==> src/mii_phy_timing_pkg.sv <==
// Constants and timing figures for the MII transceiver timing block.
// Assumes a 40 MHz system clock; all times become cycle counts here.
// Notes on behaviour
// - Carrier sense rises 4 BT after transmit enable; falls 8 BT (10M) or 4 BT (100M).
// - First symbol reaches the line pair 4 BT (10M) or 9 BT (100M) after enable.
// - At 10M, 2.5 us after enable falls, collision goes high for 1.0 us.
// - One bit time is 10 ns at 100 Mb/s (100 ns at 10 Mb/s).
// - At 100M receive nibbles appear 6 BT after carrier sense, code-group aligned.
// - At 100M carrier sense rises 106 to 138 ns after start-of-stream.
// - At 100M carrier sense falls 154 to 186 ns after end-of-stream.
// - Link bursts are 16 ms apart, never under 8 or over 24 ms.
// - Each clock and data mark in a burst is 100 ns wide.
// - A data mark sits 69 us after its preceding clock mark.
// - A burst holds between 17 and 33 clock-plus-data positions.
package mii_phy_timing_pkg;
    localparam int SYS_PERIOD_PS = 25_000;
    localparam int BT_100_PS = 10_000;
    localparam int BT_10_PS = 100_000;

    function automatic int ceil_cyc(input int ps);
        int c;
        c = (ps + SYS_PERIOD_PS - 1) / SYS_PERIOD_PS;
        return (c < 1) ? 1 : c;
    endfunction

    function automatic int floor_cyc(input int ps);
        int c;
        c = ps / SYS_PERIOD_PS;
        return (c < 1) ? 1 : c;
    endfunction

    localparam int CRS_ON_BT = 4;
    localparam int CRS_OFF_10_BT = 8;
    localparam int CRS_OFF_100_BT = 4;
    localparam int LAT_10_BT = 4;
    localparam int LAT_100_BT = 9;
    localparam int RLAT_BT = 6;
    localparam int SQE_DELAY_NS = 2500;
    localparam int SQE_WIDTH_NS = 1000;
    localparam int RX_CRS_ON_MIN_NS = 106;
    localparam int RX_CRS_OFF_MIN_NS = 154;
    localparam int FLP_INTERVAL_MS = 16;
    localparam int FLP_INTERVAL_MIN_MS = 8;
    localparam int FLP_INTERVAL_MAX_MS = 24;
    localparam int FLP_WIDTH_NS = 100;
    localparam int FLP_DATA_OFS_US = 69;
    localparam int FLP_CELL_US = 136;
    localparam int FLP_DATA_BITS = 16;
    localparam int FLP_MIN_POS = 17;
    localparam int FLP_MAX_POS = 33;

    localparam int CRS_ON_10_CYC = ceil_cyc(CRS_ON_BT * BT_10_PS);
    localparam int CRS_ON_100_CYC = ceil_cyc(CRS_ON_BT * BT_100_PS);
    localparam int CRS_OFF_10_CYC = ceil_cyc(CRS_OFF_10_BT * BT_10_PS);
    localparam int CRS_OFF_100_CYC = ceil_cyc(CRS_OFF_100_BT * BT_100_PS);
    localparam int LAT_10_CYC = ceil_cyc(LAT_10_BT * BT_10_PS);
    localparam int LAT_100_CYC = ceil_cyc(LAT_100_BT * BT_100_PS);
    localparam int RLAT_CYC = ceil_cyc(RLAT_BT * BT_100_PS);
    localparam int SQE_DELAY_CYC = ceil_cyc(SQE_DELAY_NS * 1000);
    localparam int SQE_WIDTH_CYC = ceil_cyc(SQE_WIDTH_NS * 1000);
    localparam int RX_CRS_ON_CYC = ceil_cyc(RX_CRS_ON_MIN_NS * 1000);
    localparam int RX_CRS_OFF_CYC = ceil_cyc(RX_CRS_OFF_MIN_NS * 1000);
    localparam int FLP_WIDTH_CYC = ceil_cyc(FLP_WIDTH_NS * 1000);
    localparam int FLP_DATA_OFS_CYC = ceil_cyc(FLP_DATA_OFS_US * 1000_000);
    localparam int FLP_CELL_CYC = ceil_cyc(FLP_CELL_US * 1000_000);
    localparam int FLP_INTERVAL_CYC = FLP_INTERVAL_MS * (1000_000_000 / SYS_PERIOD_PS);
    localparam int FLP_INTERVAL_MIN_CYC = FLP_INTERVAL_MIN_MS * (1000_000_000 / SYS_PERIOD_PS);
    localparam int FLP_INTERVAL_MAX_CYC = FLP_INTERVAL_MAX_MS * (1000_000_000 / SYS_PERIOD_PS);

    typedef enum logic {
        FLP_IDLE = 1'b0,
        FLP_BURST = 1'b1
    } flp_state_t;
endpackage

==> src/mii_phy_timing.sv <==
// MII-side timing of a 10/100 transceiver: carrier sense, transmit latency,
// collision test strobe, receive alignment and fast link bursts.
// Assumes the line decoder supplies one-cycle delimiter strobes on i_sys_clk.
`timescale 1ns/10ps
module mii_phy_timing #(
    parameter int FLP_INTERVAL = mii_phy_timing_pkg::FLP_INTERVAL_CYC,
    parameter int FLP_CELL = mii_phy_timing_pkg::FLP_CELL_CYC
) (
    // Clock and reset
    input wire logic i_sys_clk,
    input wire logic i_nrst,
    // MII transmit side, from the controller
    input wire logic i_tx_clk,
    input wire logic i_tx_en,
    input wire logic [3:0] i_txd,
    // Straps
    input wire logic i_speed_100,
    input wire logic i_an_enable,
    input wire logic [15:0] i_flp_word,
    // Line decoder, same clock
    input wire logic i_rx_sos,
    input wire logic i_rx_eos,
    input wire logic [3:0] i_rx_nibble,
    // MII status and receive side
    output logic o_crs,
    output logic o_col,
    output logic o_rx_dv,
    output logic [3:0] o_rxd,
    // Line side
    output logic o_line_transmit_pair_active,
    output logic [3:0] o_line_transmit_pair_nibble,
    output logic o_flp_mark
);
    import mii_phy_timing_pkg::*;

    // Local copies of package counts, so assertion ranges use plain ints; SQE_END and DATA_END are derived ends used by the logic
    localparam int CRS_ON_MAX = CRS_ON_10_CYC;
    localparam int LAT_MAX = LAT_10_CYC;
    localparam int RX_ON_MAX = RX_CRS_ON_CYC;
    localparam int SQE_END = SQE_DELAY_CYC + SQE_WIDTH_CYC - 1;
    localparam int DATA_END = FLP_DATA_OFS_CYC + FLP_WIDTH_CYC;

    typedef struct packed {
        logic [1:0] clk_s;
        logic [2:0] en_s;
        logic [1:0] spd_s;
        logic [1:0] an_s;
        logic [11:0] txd_s;
        logic [31:0] word_s;
        logic clk_prev;
        logic tx_en;
        logic [3:0] txd;
        logic crs_tx;
        logic [7:0] crs_tx_cnt;
        logic line_act;
        logic [7:0] line_cnt;
        logic [3:0] line_nib;
        logic rx_line;
        logic crs_rx;
        logic [7:0] crs_rx_cnt;
        logic rx_dv;
        logic [7:0] rx_dv_cnt;
        logic [3:0] rxd;
        logic crs;
        logic sqe_run;
        logic [7:0] sqe_cnt;
        logic col;
        flp_state_t flp_st;
        logic [19:0] gap_cnt;
        logic [12:0] cell_cnt;
        logic [4:0] pos;
        logic flp_mark;
    } state_t;

    state_t s_q, s_d;
    logic [1:0] rst_q;
    logic rst_n;

    // Release of the asynchronous reset is retimed to avoid recovery hazards
    always_ff @(posedge i_sys_clk or negedge i_nrst) begin
        if (!i_nrst) begin
            rst_q <= 2'h0;
        end else begin
            rst_q <= {rst_q[0], 1'b1};
        end
    end
    assign rst_n = rst_q[1];

    // A level that lags its input by d_rise or d_fall cycles
    function automatic logic [8:0] follow(input logic in, input logic out,
            input logic [7:0] cnt, input int d_rise, input int d_fall);
        int d;
        d = in ? d_rise : d_fall;
        if (in == out) begin
            return {out, 8'h00};
        end
        if (cnt == 8'(d - 1)) begin
            return {in, 8'h00};
        end
        return {out, 8'(cnt + 8'h01)};
    endfunction

    logic spd100;
    logic an_en;
    logic tx_edge;
    logic [15:0] flp_word;
    assign spd100 = s_q.spd_s[1];
    assign an_en = s_q.an_s[1];
    assign tx_edge = s_q.clk_s[1] & ~s_q.clk_prev;
    assign flp_word = s_q.word_s[31:16];

    always_comb begin
        s_d = s_q;
        s_d.clk_s = {s_q.clk_s[0], i_tx_clk};
        s_d.en_s = {s_q.en_s[1:0], i_tx_en};
        s_d.spd_s = {s_q.spd_s[0], i_speed_100};
        s_d.an_s = {s_q.an_s[0], i_an_enable};
        s_d.txd_s = {s_q.txd_s[7:0], i_txd};
        s_d.word_s = {s_q.word_s[15:0], i_flp_word};
        s_d.clk_prev = s_q.clk_s[1];

        // Enable and data are taken on the rising edge of the transmit clock.
        // The oldest sample predates that edge, so data launched by the same
        // edge is never taken early; this needs a set-up of one system cycle.
        if (tx_edge) begin
            s_d.tx_en = s_q.en_s[2];
            s_d.txd = s_q.txd_s[11:8];
        end

        {s_d.crs_tx, s_d.crs_tx_cnt} = follow(s_q.tx_en, s_q.crs_tx, s_q.crs_tx_cnt,
            spd100 ? CRS_ON_100_CYC : CRS_ON_10_CYC,
            spd100 ? CRS_OFF_100_CYC : CRS_OFF_10_CYC);
        {s_d.line_act, s_d.line_cnt} = follow(s_q.tx_en, s_q.line_act, s_q.line_cnt,
            spd100 ? LAT_100_CYC : LAT_10_CYC,
            spd100 ? LAT_100_CYC : LAT_10_CYC);
        s_d.line_nib = s_d.line_act ? s_q.txd : 4'h0;

        // Collision test strobe after each 10 Mb/s frame
        if (s_q.sqe_run) begin
            s_d.sqe_cnt = s_q.sqe_cnt + 8'h01;
            if (s_q.sqe_cnt == 8'(SQE_DELAY_CYC - 1)) begin
                s_d.col = 1'b1;
            end
            if (s_q.sqe_cnt == 8'(SQE_END)) begin
                s_d.col = 1'b0;
                s_d.sqe_run = 1'b0;
            end
        end
        // A frame that ends during a strobe restarts its timing
        if (tx_edge && s_q.tx_en && !s_q.en_s[2] && !spd100) begin
            s_d.sqe_run = 1'b1;
            s_d.sqe_cnt = 8'h00;
            s_d.col = 1'b0;
        end

        // Receive: delimiters open and close the stream on the line
        if (i_rx_sos) begin
            s_d.rx_line = 1'b1;
        end else if (i_rx_eos) begin
            s_d.rx_line = 1'b0;
        end
        {s_d.crs_rx, s_d.crs_rx_cnt} = follow(s_q.rx_line, s_q.crs_rx, s_q.crs_rx_cnt,
            RX_CRS_ON_CYC, RX_CRS_OFF_CYC);
        {s_d.rx_dv, s_d.rx_dv_cnt} = follow(s_q.crs_rx, s_q.rx_dv, s_q.rx_dv_cnt,
            RLAT_CYC, 1);
        // Nibbles arrive code-group aligned from the decoder
        s_d.rxd = s_d.rx_dv ? i_rx_nibble : 4'h0;
        s_d.crs = s_d.crs_tx | s_d.crs_rx;

        // Fast link bursts; the gap counter saturates rather than wraps
        s_d.flp_mark = 1'b0;
        if (!an_en) begin
            s_d.flp_st = FLP_IDLE;
            s_d.gap_cnt = 20'h0_0000;
            s_d.cell_cnt = 13'h0000;
            s_d.pos = 5'h00;
        end else begin
            if (s_q.gap_cnt != 20'hF_FFFF) begin
                s_d.gap_cnt = s_q.gap_cnt + 20'h0_0001;
            end
            unique case (s_q.flp_st)
                FLP_IDLE: begin
                    if (s_q.gap_cnt >= 20'(FLP_INTERVAL - 1)) begin
                        s_d.flp_st = FLP_BURST;
                        s_d.gap_cnt = 20'h0_0000;
                        s_d.cell_cnt = 13'h0000;
                        s_d.pos = 5'h00;
                    end
                end
                FLP_BURST: begin
                    if (s_q.cell_cnt < 13'(FLP_WIDTH_CYC)) begin
                        s_d.flp_mark = 1'b1;
                    end
                    if (s_q.pos < 5'(FLP_DATA_BITS) && flp_word[s_q.pos[3:0]] &&
                            s_q.cell_cnt >= 13'(FLP_DATA_OFS_CYC) &&
                            s_q.cell_cnt < 13'(DATA_END)) begin
                        s_d.flp_mark = 1'b1;
                    end
                    if (s_q.cell_cnt == 13'(FLP_CELL - 1)) begin
                        s_d.cell_cnt = 13'h0000;
                        // Clock cells end the burst; data sits in all but the last
                        if (s_q.pos == 5'(FLP_MIN_POS - 1)) begin
                            s_d.flp_st = FLP_IDLE;
                        end else begin
                            s_d.pos = s_q.pos + 5'h01;
                        end
                    end else begin
                        s_d.cell_cnt = s_q.cell_cnt + 13'h0001;
                    end
                end
            endcase
        end
    end

    always_ff @(posedge i_sys_clk or negedge rst_n) begin
        if (!rst_n) begin
            s_q <= '0;
        end else begin
            s_q <= s_d;
        end
    end

    assign o_crs = s_q.crs;
    assign o_col = s_q.col;
    assign o_rx_dv = s_q.rx_dv;
    assign o_rxd = s_q.rxd;
    assign o_line_transmit_pair_active = s_q.line_act;
    assign o_line_transmit_pair_nibble = s_q.line_nib;
    assign o_flp_mark = s_q.flp_mark;

    a_crs_tx_on: assert property (
        @(posedge i_sys_clk) disable iff (!rst_n)
        $rose(s_q.tx_en) |-> ##[1:CRS_ON_MAX] s_q.crs_tx)
        else $error("carrier sense late after transmit enable");

    a_line_latency: assert property (
        @(posedge i_sys_clk) disable iff (!rst_n)
        $rose(s_q.tx_en) |-> ##[1:LAT_MAX] s_q.line_act)
        else $error("line output late after transmit enable");

    a_sqe_speed: assert property (
        @(posedge i_sys_clk) disable iff (!rst_n)
        o_col |-> !spd100)
        else $error("collision test strobe at 100 Mb/s");

    a_sqe_width: assert property (
        @(posedge i_sys_clk) disable iff (!rst_n)
        $rose(o_col) |-> o_col [*8])
        else $error("collision test strobe too short");

    a_rx_crs_on: assert property (
        @(posedge i_sys_clk) disable iff (!rst_n)
        $rose(s_q.rx_line) |-> ##[1:RX_ON_MAX] s_q.crs_rx)
        else $error("receive carrier sense late");

    a_rx_align: assert property (
        @(posedge i_sys_clk) disable iff (!rst_n)
        $rose(o_rx_dv) |-> $past(o_crs, 3) && !$past(o_crs, 4))
        else $error("receive data not aligned to carrier sense");

    a_flp_width: assert property (
        @(posedge i_sys_clk) disable iff (!rst_n)
        $rose(o_flp_mark) |-> o_flp_mark [*4] ##1 !o_flp_mark)
        else $error("burst mark width wrong");
endmodule

==> config.mk <==
export PLATFORM = sky130hd
export DESIGN_NAME = mii_phy_timing
export DESIGN_NICKNAME = d
export VERILOG_FILES = /design/src/mii_phy_timing_pkg.sv /design/src/mii_phy_timing.sv
export SDC_FILE = /design/constraint.sdc
export NUM_CORES = 1
export LEC_CHECK = 0
export ABC_AREA = 1
export BUFFER_PORTS_ARGS = -buffer_cell sky130_fd_sc_hd__buf_2
export CAP_MARGIN = 15
export CORE_MARGIN = 5
export CORE_UTILIZATION = 60
export CTS_CLUSTER_SIZE = 8
export DETAILED_ROUTE_END_ITERATION = 16
export PLACE_DENSITY = 0.9
export SYNTH_ARGS = -nofsm -noshare
export SYNTH_HDL_FRONTEND = slang
export SYNTH_SLANG_ARGS = --single-unit
==> constraint.sdc <==
create_clock -name i_sys_clk -period 5.8 [get_ports i_sys_clk]
set_clock_uncertainty 0.2 [all_clocks]
set_input_delay 0.87 -clock i_sys_clk [delete_from_list [all_inputs] [get_ports i_sys_clk]]
set_output_delay 0.87 -clock i_sys_clk [all_outputs]
set_load 0.01 [all_outputs]
==> results of run 1 <==
==> layout make-up <==
type	instances	area, sq um	share of cell area (%)
Clock inverter	11	165	2.10
Inverter	95	357	4.54
Sequential cell	157	3930	50.1
Multi-Input combinational cell	494	2540	32.4
Tap cell	143	179	2.28
Clock buffer	20	447	5.69
Timing Repair Buffer	45	228	2.90
==> final timing paths <==
check | end | slack (ns)
max | s_q[28] | 3.24
min | rst_q[1] | 0.03
max reg2reg | s_q[28] | 3.24
min reg2reg | flp_word[7] | 0.14
max in group asynchronous | s_q[36] | 3.60
min in group i_sys_clk | flp_word[7] | 0.14
==> synth_stat cells, types with 4 or more instances <==
cell type  number  share of area [%]
a21oi_1        26                1.9
buf_2           4               0.29
buf_4           8               0.86
clkbuf_1        4               0.22
dfrtp_1       157                 57
ha_1            9                1.6
inv_1          90                4.9
nand2_1       134                7.2
nand3_1        56                4.0
nand3b_1        4               0.43
nand4_1        32                2.9
nor2_1        104                5.6
nor3_1         18                1.3
nor3b_1         4               0.43
nor4_1          6               0.54
o21ai_0        25                1.8
o21ai_1         8               0.58
xnor2_1        14                1.8
xor2_1         28                3.5
==> placed cells by master, fill, tap and decap left out, drive strengths merged, types with 6 or more instances in the layout <==
| cell | n |
|---|---|
| clkinv | 7 |
| xor2 | 28 |
| inv | 94 |
| nor2 | 105 |
| ha | 9 |
| buf | 45 |
| a21oi | 26 |
| nor4 | 6 |
| nand2 | 136 |
| nor3 | 19 |
| o21ai | 34 |
| nand4 | 32 |
| dfrtp | 157 |
| clkbuf | 20 |
| nand3 | 57 |
| xnor2 | 14 |
==> flip-flops by register name, indices dropped and copies added (netlist names) <==
signal and count:
o_flp_mark 1, o_line_transmit_pair_active 1, o_crs 1, o_col 1, rst_q 2, o_rx_dv 1, flp_word 16, o_rxd 4
s_d 30, o_line_transmit_pair_nibble 4, s_q 95, an_en 1
==> logic make-up (layout without fill, tap and decap cells) <==
family	after synthesis	count (layout)	share of synthesized area (%)
compound gates	71	71	5.67
other cells	1	1	0.0539
xor+xnor	42	42	5.29
flops	157	157	56.5
simple gates	371	371	24.0
fa+ha+maj	9	9	1.62
buf+inv	114	171	6.88
==> layer usage <==
layer  vias to the layer above  GRT usage [%]  part of all wire [%]
li1                       2555              -                     -
met2                       239           38.8                    52
met3                        54           5.67                   6.2
met5                         -              0                     0
met1                      2609           26.7                    39
met4                         0           9.68                   3.1
==> power by group <==
group          leakage [nW]  internal [mW]  switching, mW
clock network         0.300          0.728          0.421
registers              1.99           1.20         0.0984
logic                  1.59          0.114          0.203
total                  3.88           2.05          0.723
==> qor.txt, run 1 <==
initial antenna violation count = 0
CP startpoint = s_q[19]
crit-path cells = ha_1 > nand3_2 > inv_2 > nand3_1 > nor2b_1 > nand2_2 > nand2_1 > and2_1
post-CTS setup buffer count = 0
pre-CTS setup slack = 3.30 ns
worst path buffer plus inverter count = 1
reg2reg start = s_q[19]
drt pass-1 iters = 6
R2R depth = 8
total die area = 13,800 sq um
register area share after synthesis = 56.5%
Crit. path cell count = 8
ys flop type = dfrtp_1
Syn Nets = 806
final core utilization = 69.1%
status = completed
first-pass GRT wire length = 25,800 um
Root Driver = clkbuf_16
drt via density = 5.65
Final GP Congestion = 0.969
Net count, final = 851
largest net degree at the start of global routing = 86
clk buf depth = 2
post_cts resized = 0
IO Pins = 45
post-route cell area = 7850 sq um
via count = 5,457
WP data arrival = 2.70 ns
fillers = 779
Sink Count = 157
mean post-synth cell area = 9.09 sq um
Remaining DRCs = 0
cell leakage power = 3.88 nW
Max Cap Violations = 0
Total Routing Usage GR = 22.5%
Hold Worst Slack = 0.0285 ns
Placed Area = 7240 sq um
Post-Route WL = 15,100 um
number of synthesized register bits = 157
Port Buf Inserts = 44
Iter 0 DRT Violations = 550
Rows = 39
fraction of layout cells with a size suffix above 1 = 10.8%
Die Width = 118 um
Worst-Margin Slew = 1.01 ns
Clock transition at path regs = 0.06 ns
Tmin final = 2.56 ns
Setup Viol. Count Final = 0
Finished Layout Cells = 965
Mapped Cells = 765
TNS Setup = 0 ns
Power Density = 353 nW/um^2
max frequency = 391 MHz
worst vdd ir = 236 uV
Layout area overhead = 13.0%
total power = 2.77 mW
DP Cell Count = 934
warning count from the yosys run = 0
Detail Route Antenna Nets = 0
critical path fanouts, max = 11
Critical Path Max Stage Delay = 0.61 ns
Setup crit start kind = flop
cts-stage hold buffer count = 0
EDFF count, synth = 0
# diodes = 0
Tcrit/Tclk final = 44.1%
Initial Util = 61.1%
synthesized cell area = 6950 sq um
number of buffers created by CTS = 17
final setup margin = 3.24 ns
H-tree depth = 4
RSZ-0062 raised after global routing = no
die height = 118 um
Crit Path Class = reg2reg
WL per Instance = 15.6 um
Max-slew headroom = 32.9%
core area = 11,400 sq um
ys async rst share = 100%
aggregate global routing overflow = 0
CTS tree = yes
critical path endpoint category = flop
Slew Limit Fails = 0
hold crit path type = in2async
DP HPWL = 9290 um
final hold violations = 0
Cell variety after synth = 43
critical path's top delay family = simple AND/OR/NAND/NOR gates
CP required = 5.95 ns
vias in the first global route = 5,544
clk_lat worst skew = 0.41 ns
Worst path slowest cell = nor2b_1
Power figures use the tool's default switching activity.
==> run 2: changes to the inputs <==
==> constraint.sdc (replaced) <==
create_clock -name i_sys_clk -period 2.56 [get_ports i_sys_clk]
set_clock_uncertainty 0.2 [all_clocks]
set_input_delay 0.384 -clock i_sys_clk [delete_from_list [all_inputs] [get_ports i_sys_clk]]
set_output_delay 0.384 -clock i_sys_clk [all_outputs]
set_load 0.01 [all_outputs]
==> run 2 against run 1 <==
Effect of this change:
- critical path type unchanged
- die area unchanged
- final cell count increased by 4.0%
- highest routed layer unchanged
- cell area increased by 4.7%
- critical path depth increased by 1
- power increased by 130%
- critical endpoint is now s_q[21]
- global-route usage increased by 5.8 points
- via count increased by 12%
- first-iteration DRC count increased by 18%
- routed wire length increased by 29%
==> qor.txt, run 2 (synthesis gave the netlist of run 1 again) <==
IO Pins = 45
WL met1 = 7140 um
drt pass-1 iters = 5
Worst-Margin Slew = 0.666 ns
RR Endpoint = s_q[21]
Placed Area = 7320 sq um
core area = 11,400 sq um
Post-Route WL = 19,500 um
Detail Route Antenna Nets = 0
Sink Count = 157
Rows = 39
number of buffers created by CTS = 17
CTS tree = yes
met2 wire len = 9810 um
Clock transition at path regs = 0.07 ns
Die Width = 118 um
Iter 0 DRT Violations = 648
Total Routing Usage GR = 28.3%
Setup Viol. Count Final = 0
reg2reg start = s_q[19]
Slew Limit Fails = 0
CP required = 2.70 ns
Remaining DRCs = 0
die height = 118 um
critical path endpoint category = flop
critical path fanouts, max = 11
fraction of layout cells with a size suffix above 1 = 11.5%
# diodes = 0
first-pass GRT wire length = 31,700 um
DP HPWL = 10,100 um
TNS Setup = 0 ns
post_cts resized = 0
Tcrit/Tclk final = 85.9%
WL per Instance = 19.4 um
total power = 6.43 mW
H-tree depth = 4
clk_lat worst skew = 0.42 ns
R2R depth = 9
clk buf depth = 2
RSZ-0062 raised after global routing = no
initial antenna violation count = 0
post-route cell area = 8220 sq um
WP data arrival = 2.34 ns
Setup crit start kind = flop
Max-slew headroom = 55.1%
Power Density = 782 nW/um^2
post-CTS setup buffer count = 0
cell leakage power = 4.05 nW
fillers = 640
highest metal used = met4
routed wl met3 = 1500 um
via count = 6,100
drt via density = 6.08
Biggest register = s_q
Final GP Congestion = 0.912
Initial Util = 61.1%
aggregate global routing overflow = 0
status = completed
max frequency = 455 MHz
Port Buf Inserts = 44
Max Cap Violations = 0
Net count, final = 889
commonest non-fill, non-tap cell in the layout = dfrtp_1
Layout area overhead = 18.3%
Crit Path Class = reg2reg
hold crit path type = in2async
Tmin final = 2.20 ns
vias in the first global route = 6,113
final hold violations = 0
most frequent cells in the layout = 156 x dfrtp_1, 134 x nand2_1, 104 x nor2_1, 90 x inv_1, 56 x nand3_1
total die area = 13,800 sq um
cts-stage hold buffer count = 31
largest net degree at the start of global routing = 79
Root Driver = clkbuf_16
worst vdd ir = 697 uV
final core utilization = 72.3%
max reg flops = 95
R2R setup slack = 0.36 ns
## run 2: power by group
part,switching (mW),internal (mW)
clock network,1.10,1.48
logic,0.590,0.303
registers,0.230,2.72
total,1.92,4.51
## run 2: layout make-up
type	instances	area, sq um	share of cell area [%]
clock buffers	18	439	5.34
clock inverters	14	155	1.89
inverters	95	357	4.34
multi-input cells	494	2540	30.9
flip-flops and latches	157	3930	47.8
well taps	143	179	2.18
repair buffers	83	616	7.49
## run 2: worst max-delay path: stages (launching register included)
cell     delay, ns
dfrtp_1       0.46
ha_1          0.27
nand3_2       0.13
inv_2         0.11
nand2_4       0.06
nor3_4        0.37
inv_2         0.20
nand2_1       0.13
o21ai_1       0.08
nor2_1        0.10
## run 2: worst max-delay path by stage
stage | cells past startpoint | slack, ns | start | endpoint
final | 9 | 0.36 | s_q[19] | s_q[21]
after global routing | 9 | 0.24 | s_q[19] | s_q[21]
after CTS | 9 | 0.43 | s_q[19] | s_q[21]
after detailed placement | 9 | 0.53 | s_q[19] | s_q[31]
after global placement | 9 | 0.60 | s_q[19] | s_q[29]
after floorplan | 0 | 0.73 | rst_q[1] | an_en
## run 2: per-layer routing
layer | global-route usage [%] | vias to the layer above
met5 | 0 | -
met4 | 12.8 | 0
met3 | 6.25 | 113
met2 | 48.8 | 426
met1 | 34.0 | 2928
li1 | - | 2633
## run 2: through the flow
stage	setup slack, ns	cells	hold slack (ns)
final	0.361	1004	0.0993
after floorplan	0.725	765	-0.112
after detailed placement	0.527	941	-0.0288
after global placement	0.598	941	-0.0302
after CTS	0.429	1004	0.0699
after global routing	0.240	1004	0.0907
==> run 3: changes to the inputs <==
--- a/config.mk
+++ b/config.mk
@@ -5,7 +5,6 @@
 export SDC_FILE = /design/constraint.sdc
 export NUM_CORES = 1
 export LEC_CHECK = 0
-export ABC_AREA = 1
 export BUFFER_PORTS_ARGS = -buffer_cell sky130_fd_sc_hd__buf_2
 export CAP_MARGIN = 15
 export CORE_MARGIN = 5
==> run 3 against run 2 <==
Effect of this change:
- final cell count decreased by 20%
- global-route usage decreased by 3.1 points
- largest cell class unchanged
- maximum frequency decreased by 9.7%
- die area decreased by 5.6%
- largest power group unchanged
- flip-flop and latch count unchanged
==> qor.txt, run 3 <==
number of buffers created by CTS = 17
CP required = 2.81 ns
Detail Route Antenna Nets = 0
R2R setup slack = 0.12 ns
Root Driver = clkbuf_8
Slew Limit Fails = 0
Cell variety after synth = 58
hold crit path type = reg2async
Tmin final = 2.44 ns
RSZ-0062 raised after global routing = no
max reg flops = 95
final setup margin = 0.124 ns
post-route cell area = 7880 sq um
Die Width = 114 um
Iter 0 DRT Violations = 531
Reg area = 3930 sq um
aggregate global routing overflow = 0
commonest non-fill, non-tap cell in the layout = dfrtp_1
WL met1 = 5750 um
Max Cap Violations = 0
CTS tree = yes
drt via density = 6.00
routed wl met3 = 934 um
IO Pins = 45
worst vdd ir = 614 uV
Max-slew headroom = 57.2%
largest net degree at the start of global routing = 51
ys flop type = dfrtp_1
cell leakage power = 3.55 nW
final core utilization = 73.4%
core area = 10,700 sq um
ys async rst share = 100%
WL per Instance = 18.7 um
first-pass GRT wire length = 25,500 um
Initial Util = 60.7%
WP data arrival = 2.68 ns
via count = 4,797
Multi-input gate area = 2440 sq um
Biggest register = s_q
Tcrit/Tclk final = 95.1%
highest metal used = met4
Net count, final = 688
drt pass-1 iters = 6
fraction of layout cells with a size suffix above 1 = 16.8%
Layout area overhead = 20.8%
post-synth top area share = 60.2%
warning count from the yosys run = 0
die height = 114 um
H-tree depth = 4
critical path fanouts, max = 10
Syn Nets = 605
number of synthesized register bits = 157
most frequent cells in the layout = 156 x dfrtp_1, 72 x nor2_1, 44 x buf_2, 32 x dlygate4sd3_1, 30 x xor2_1
initial antenna violation count = 0
met2 wire len = 7760 um
Post-Route WL = 15,000 um
critical path endpoint category = flop
top post-synthesis cells by area = dfrtp_1 60%, nor2_1 4.1%, xor2_1 4.0%
synthesized cell area = 6530 sq um
Setup crit start kind = flop
top-count cell post-synth = dfrtp_1
# diodes = 0
Port Buf Inserts = 44
Setup Viol. Count Final = 0
mean post-synth cell area = 11.6 sq um
Crit Path Class = reg2reg
Sink Count = 157
Rows = 38
register area share after synthesis = 60.2%
Mapped Cells = 564
DP HPWL = 8940 um
Clock transition at path regs = 0.06 ns
final hold violations = 0
pre-CTS setup slack = -0.108 ns
clk buf depth = 2
Final GP Congestion = 0.852
vias in the first global route = 5,143
clk_lat worst skew = 0.53 ns
Placed Area = 6910 sq um
fillers = 680
Remaining DRCs = 0
Worst-Margin Slew = 0.642 ns
EDFF count, synth = 0
Post-synth top cells = 157 x dfrtp_1, 72 x nor2_1, 30 x xor2_1
Power Density = 804 nW/um^2
max frequency = 411 MHz
status = completed
total die area = 13,100 sq um
Total Routing Usage GR = 25.2%
biggest area consumer among synthesized cells = dfrtp_1
run 3: cell types whose count changed after synthesis, moves of 6 or more:
cell,before,now
o21ai_0,25,19
o21ai_1,8,2
nand2_1,134,25
clkbuf_1,4,10
nor3_1,18,9
and2_1,3,13
mux2_2,0,6
nor2_1,104,72
and3_1,0,13
nand3_1,56,27
nand4_1,32,20
a211oi_1,1,7
inv_1,90,13
run 3: metrics by stage:
| step | TNS [ns] | power, mW | cells | hold slack, ns |
|---|---|---|---|---|
| 2_1_floorplan | 0 | 3.40 | 564 | -0.112 |
| 3_3_place_gp | 0 | 3.55 | 736 | -0.0292 |
| 3_5_place_dp | -0.404 | 3.63 | 736 | -0.0292 |
| 4_1_cts | 0 | 6.37 | 799 | 0.124 |
| 5_1_grt | 0 | 6.61 | 799 | 0.144 |
| 6_report | 0 | 6.34 | 799 | 0.103 |
run 3: logic make-up (layout without fill, tap and decap cells):
kind of cell / Yosys count / count (layout) / synth area share (%)
other: 1 / 1 / 0.0575
buffers and inverters: 36 / 131 / 2.63
adders and majority gates: 9 / 9 / 1.73
and+or+nand+nor: 214 / 214 / 17.1
xor gates and xnor gates: 46 / 46 / 6.17
muxes: 15 / 15 / 3.37
AOI/OAI and AO/OA: 86 / 86 / 8.76
DFF: 157 / 157 / 60.2
run 3: final timing paths:
path                       startpoint        to  cells past startpoint
max                           s_q[19]    s_q[5]                      7
min                          rst_q[1]   s_q[58]                      0
max reg2reg                   s_q[19]    s_q[5]                      7
min reg2reg                  rst_q[1]   s_q[58]                      0
max in group asynchronous    rst_q[1]   s_q[37]                      1
min in group i_sys_clk       s_d[149]  s_q[149]                      0
run 3: worst max-delay path: stages, from the launching register on:
cell and delay, ns:
dfrtp_1 0.42, ha_1 0.26, nand3_1 0.17, o31ai_2 0.17, a2111oi_4 0.68, buf_4 0.25
a21oi_1 0.04, o21ai_0 0.15
run 3: cell type report:
| cell class | count | share of cell area, % |
|---|---|---|
| clock buffers | 20 | 5.65 |
| clock inverters | 11 | 2.41 |
| inverters | 13 | 0.619 |
| multi-input cells | 371 | 31.0 |
| flip-flops and latches | 157 | 49.9 |
| well taps | 140 | 2.22 |
| repair buffers | 87 | 8.22 |
run 3: what timing repair did:
action / CTS / global route
buffers inserted: 0 / 0
hold buffers: 32 / 0
endpoints found under the hold margin: 31 / 0
endpoints found under the setup margin: 8 / 27
gates resized for setup: 1 / 1
run 3: routing by layer:
layer	GRT usage, %	vias up
met5	0	-
met4	10.8	0
met3	6.18	52
met2	43.0	217
met1	30.6	2375
li1	-	2153
run 3: report_power, final:
group	leakage (nW)	total (mW)	internal [mW]	switching [mW]
combinational	1.22	0.710	0.318	0.392
sequential	2.02	2.94	2.71	0.232
clock	0.311	2.70	1.73	0.969
total	3.55	6.34	4.75	1.59
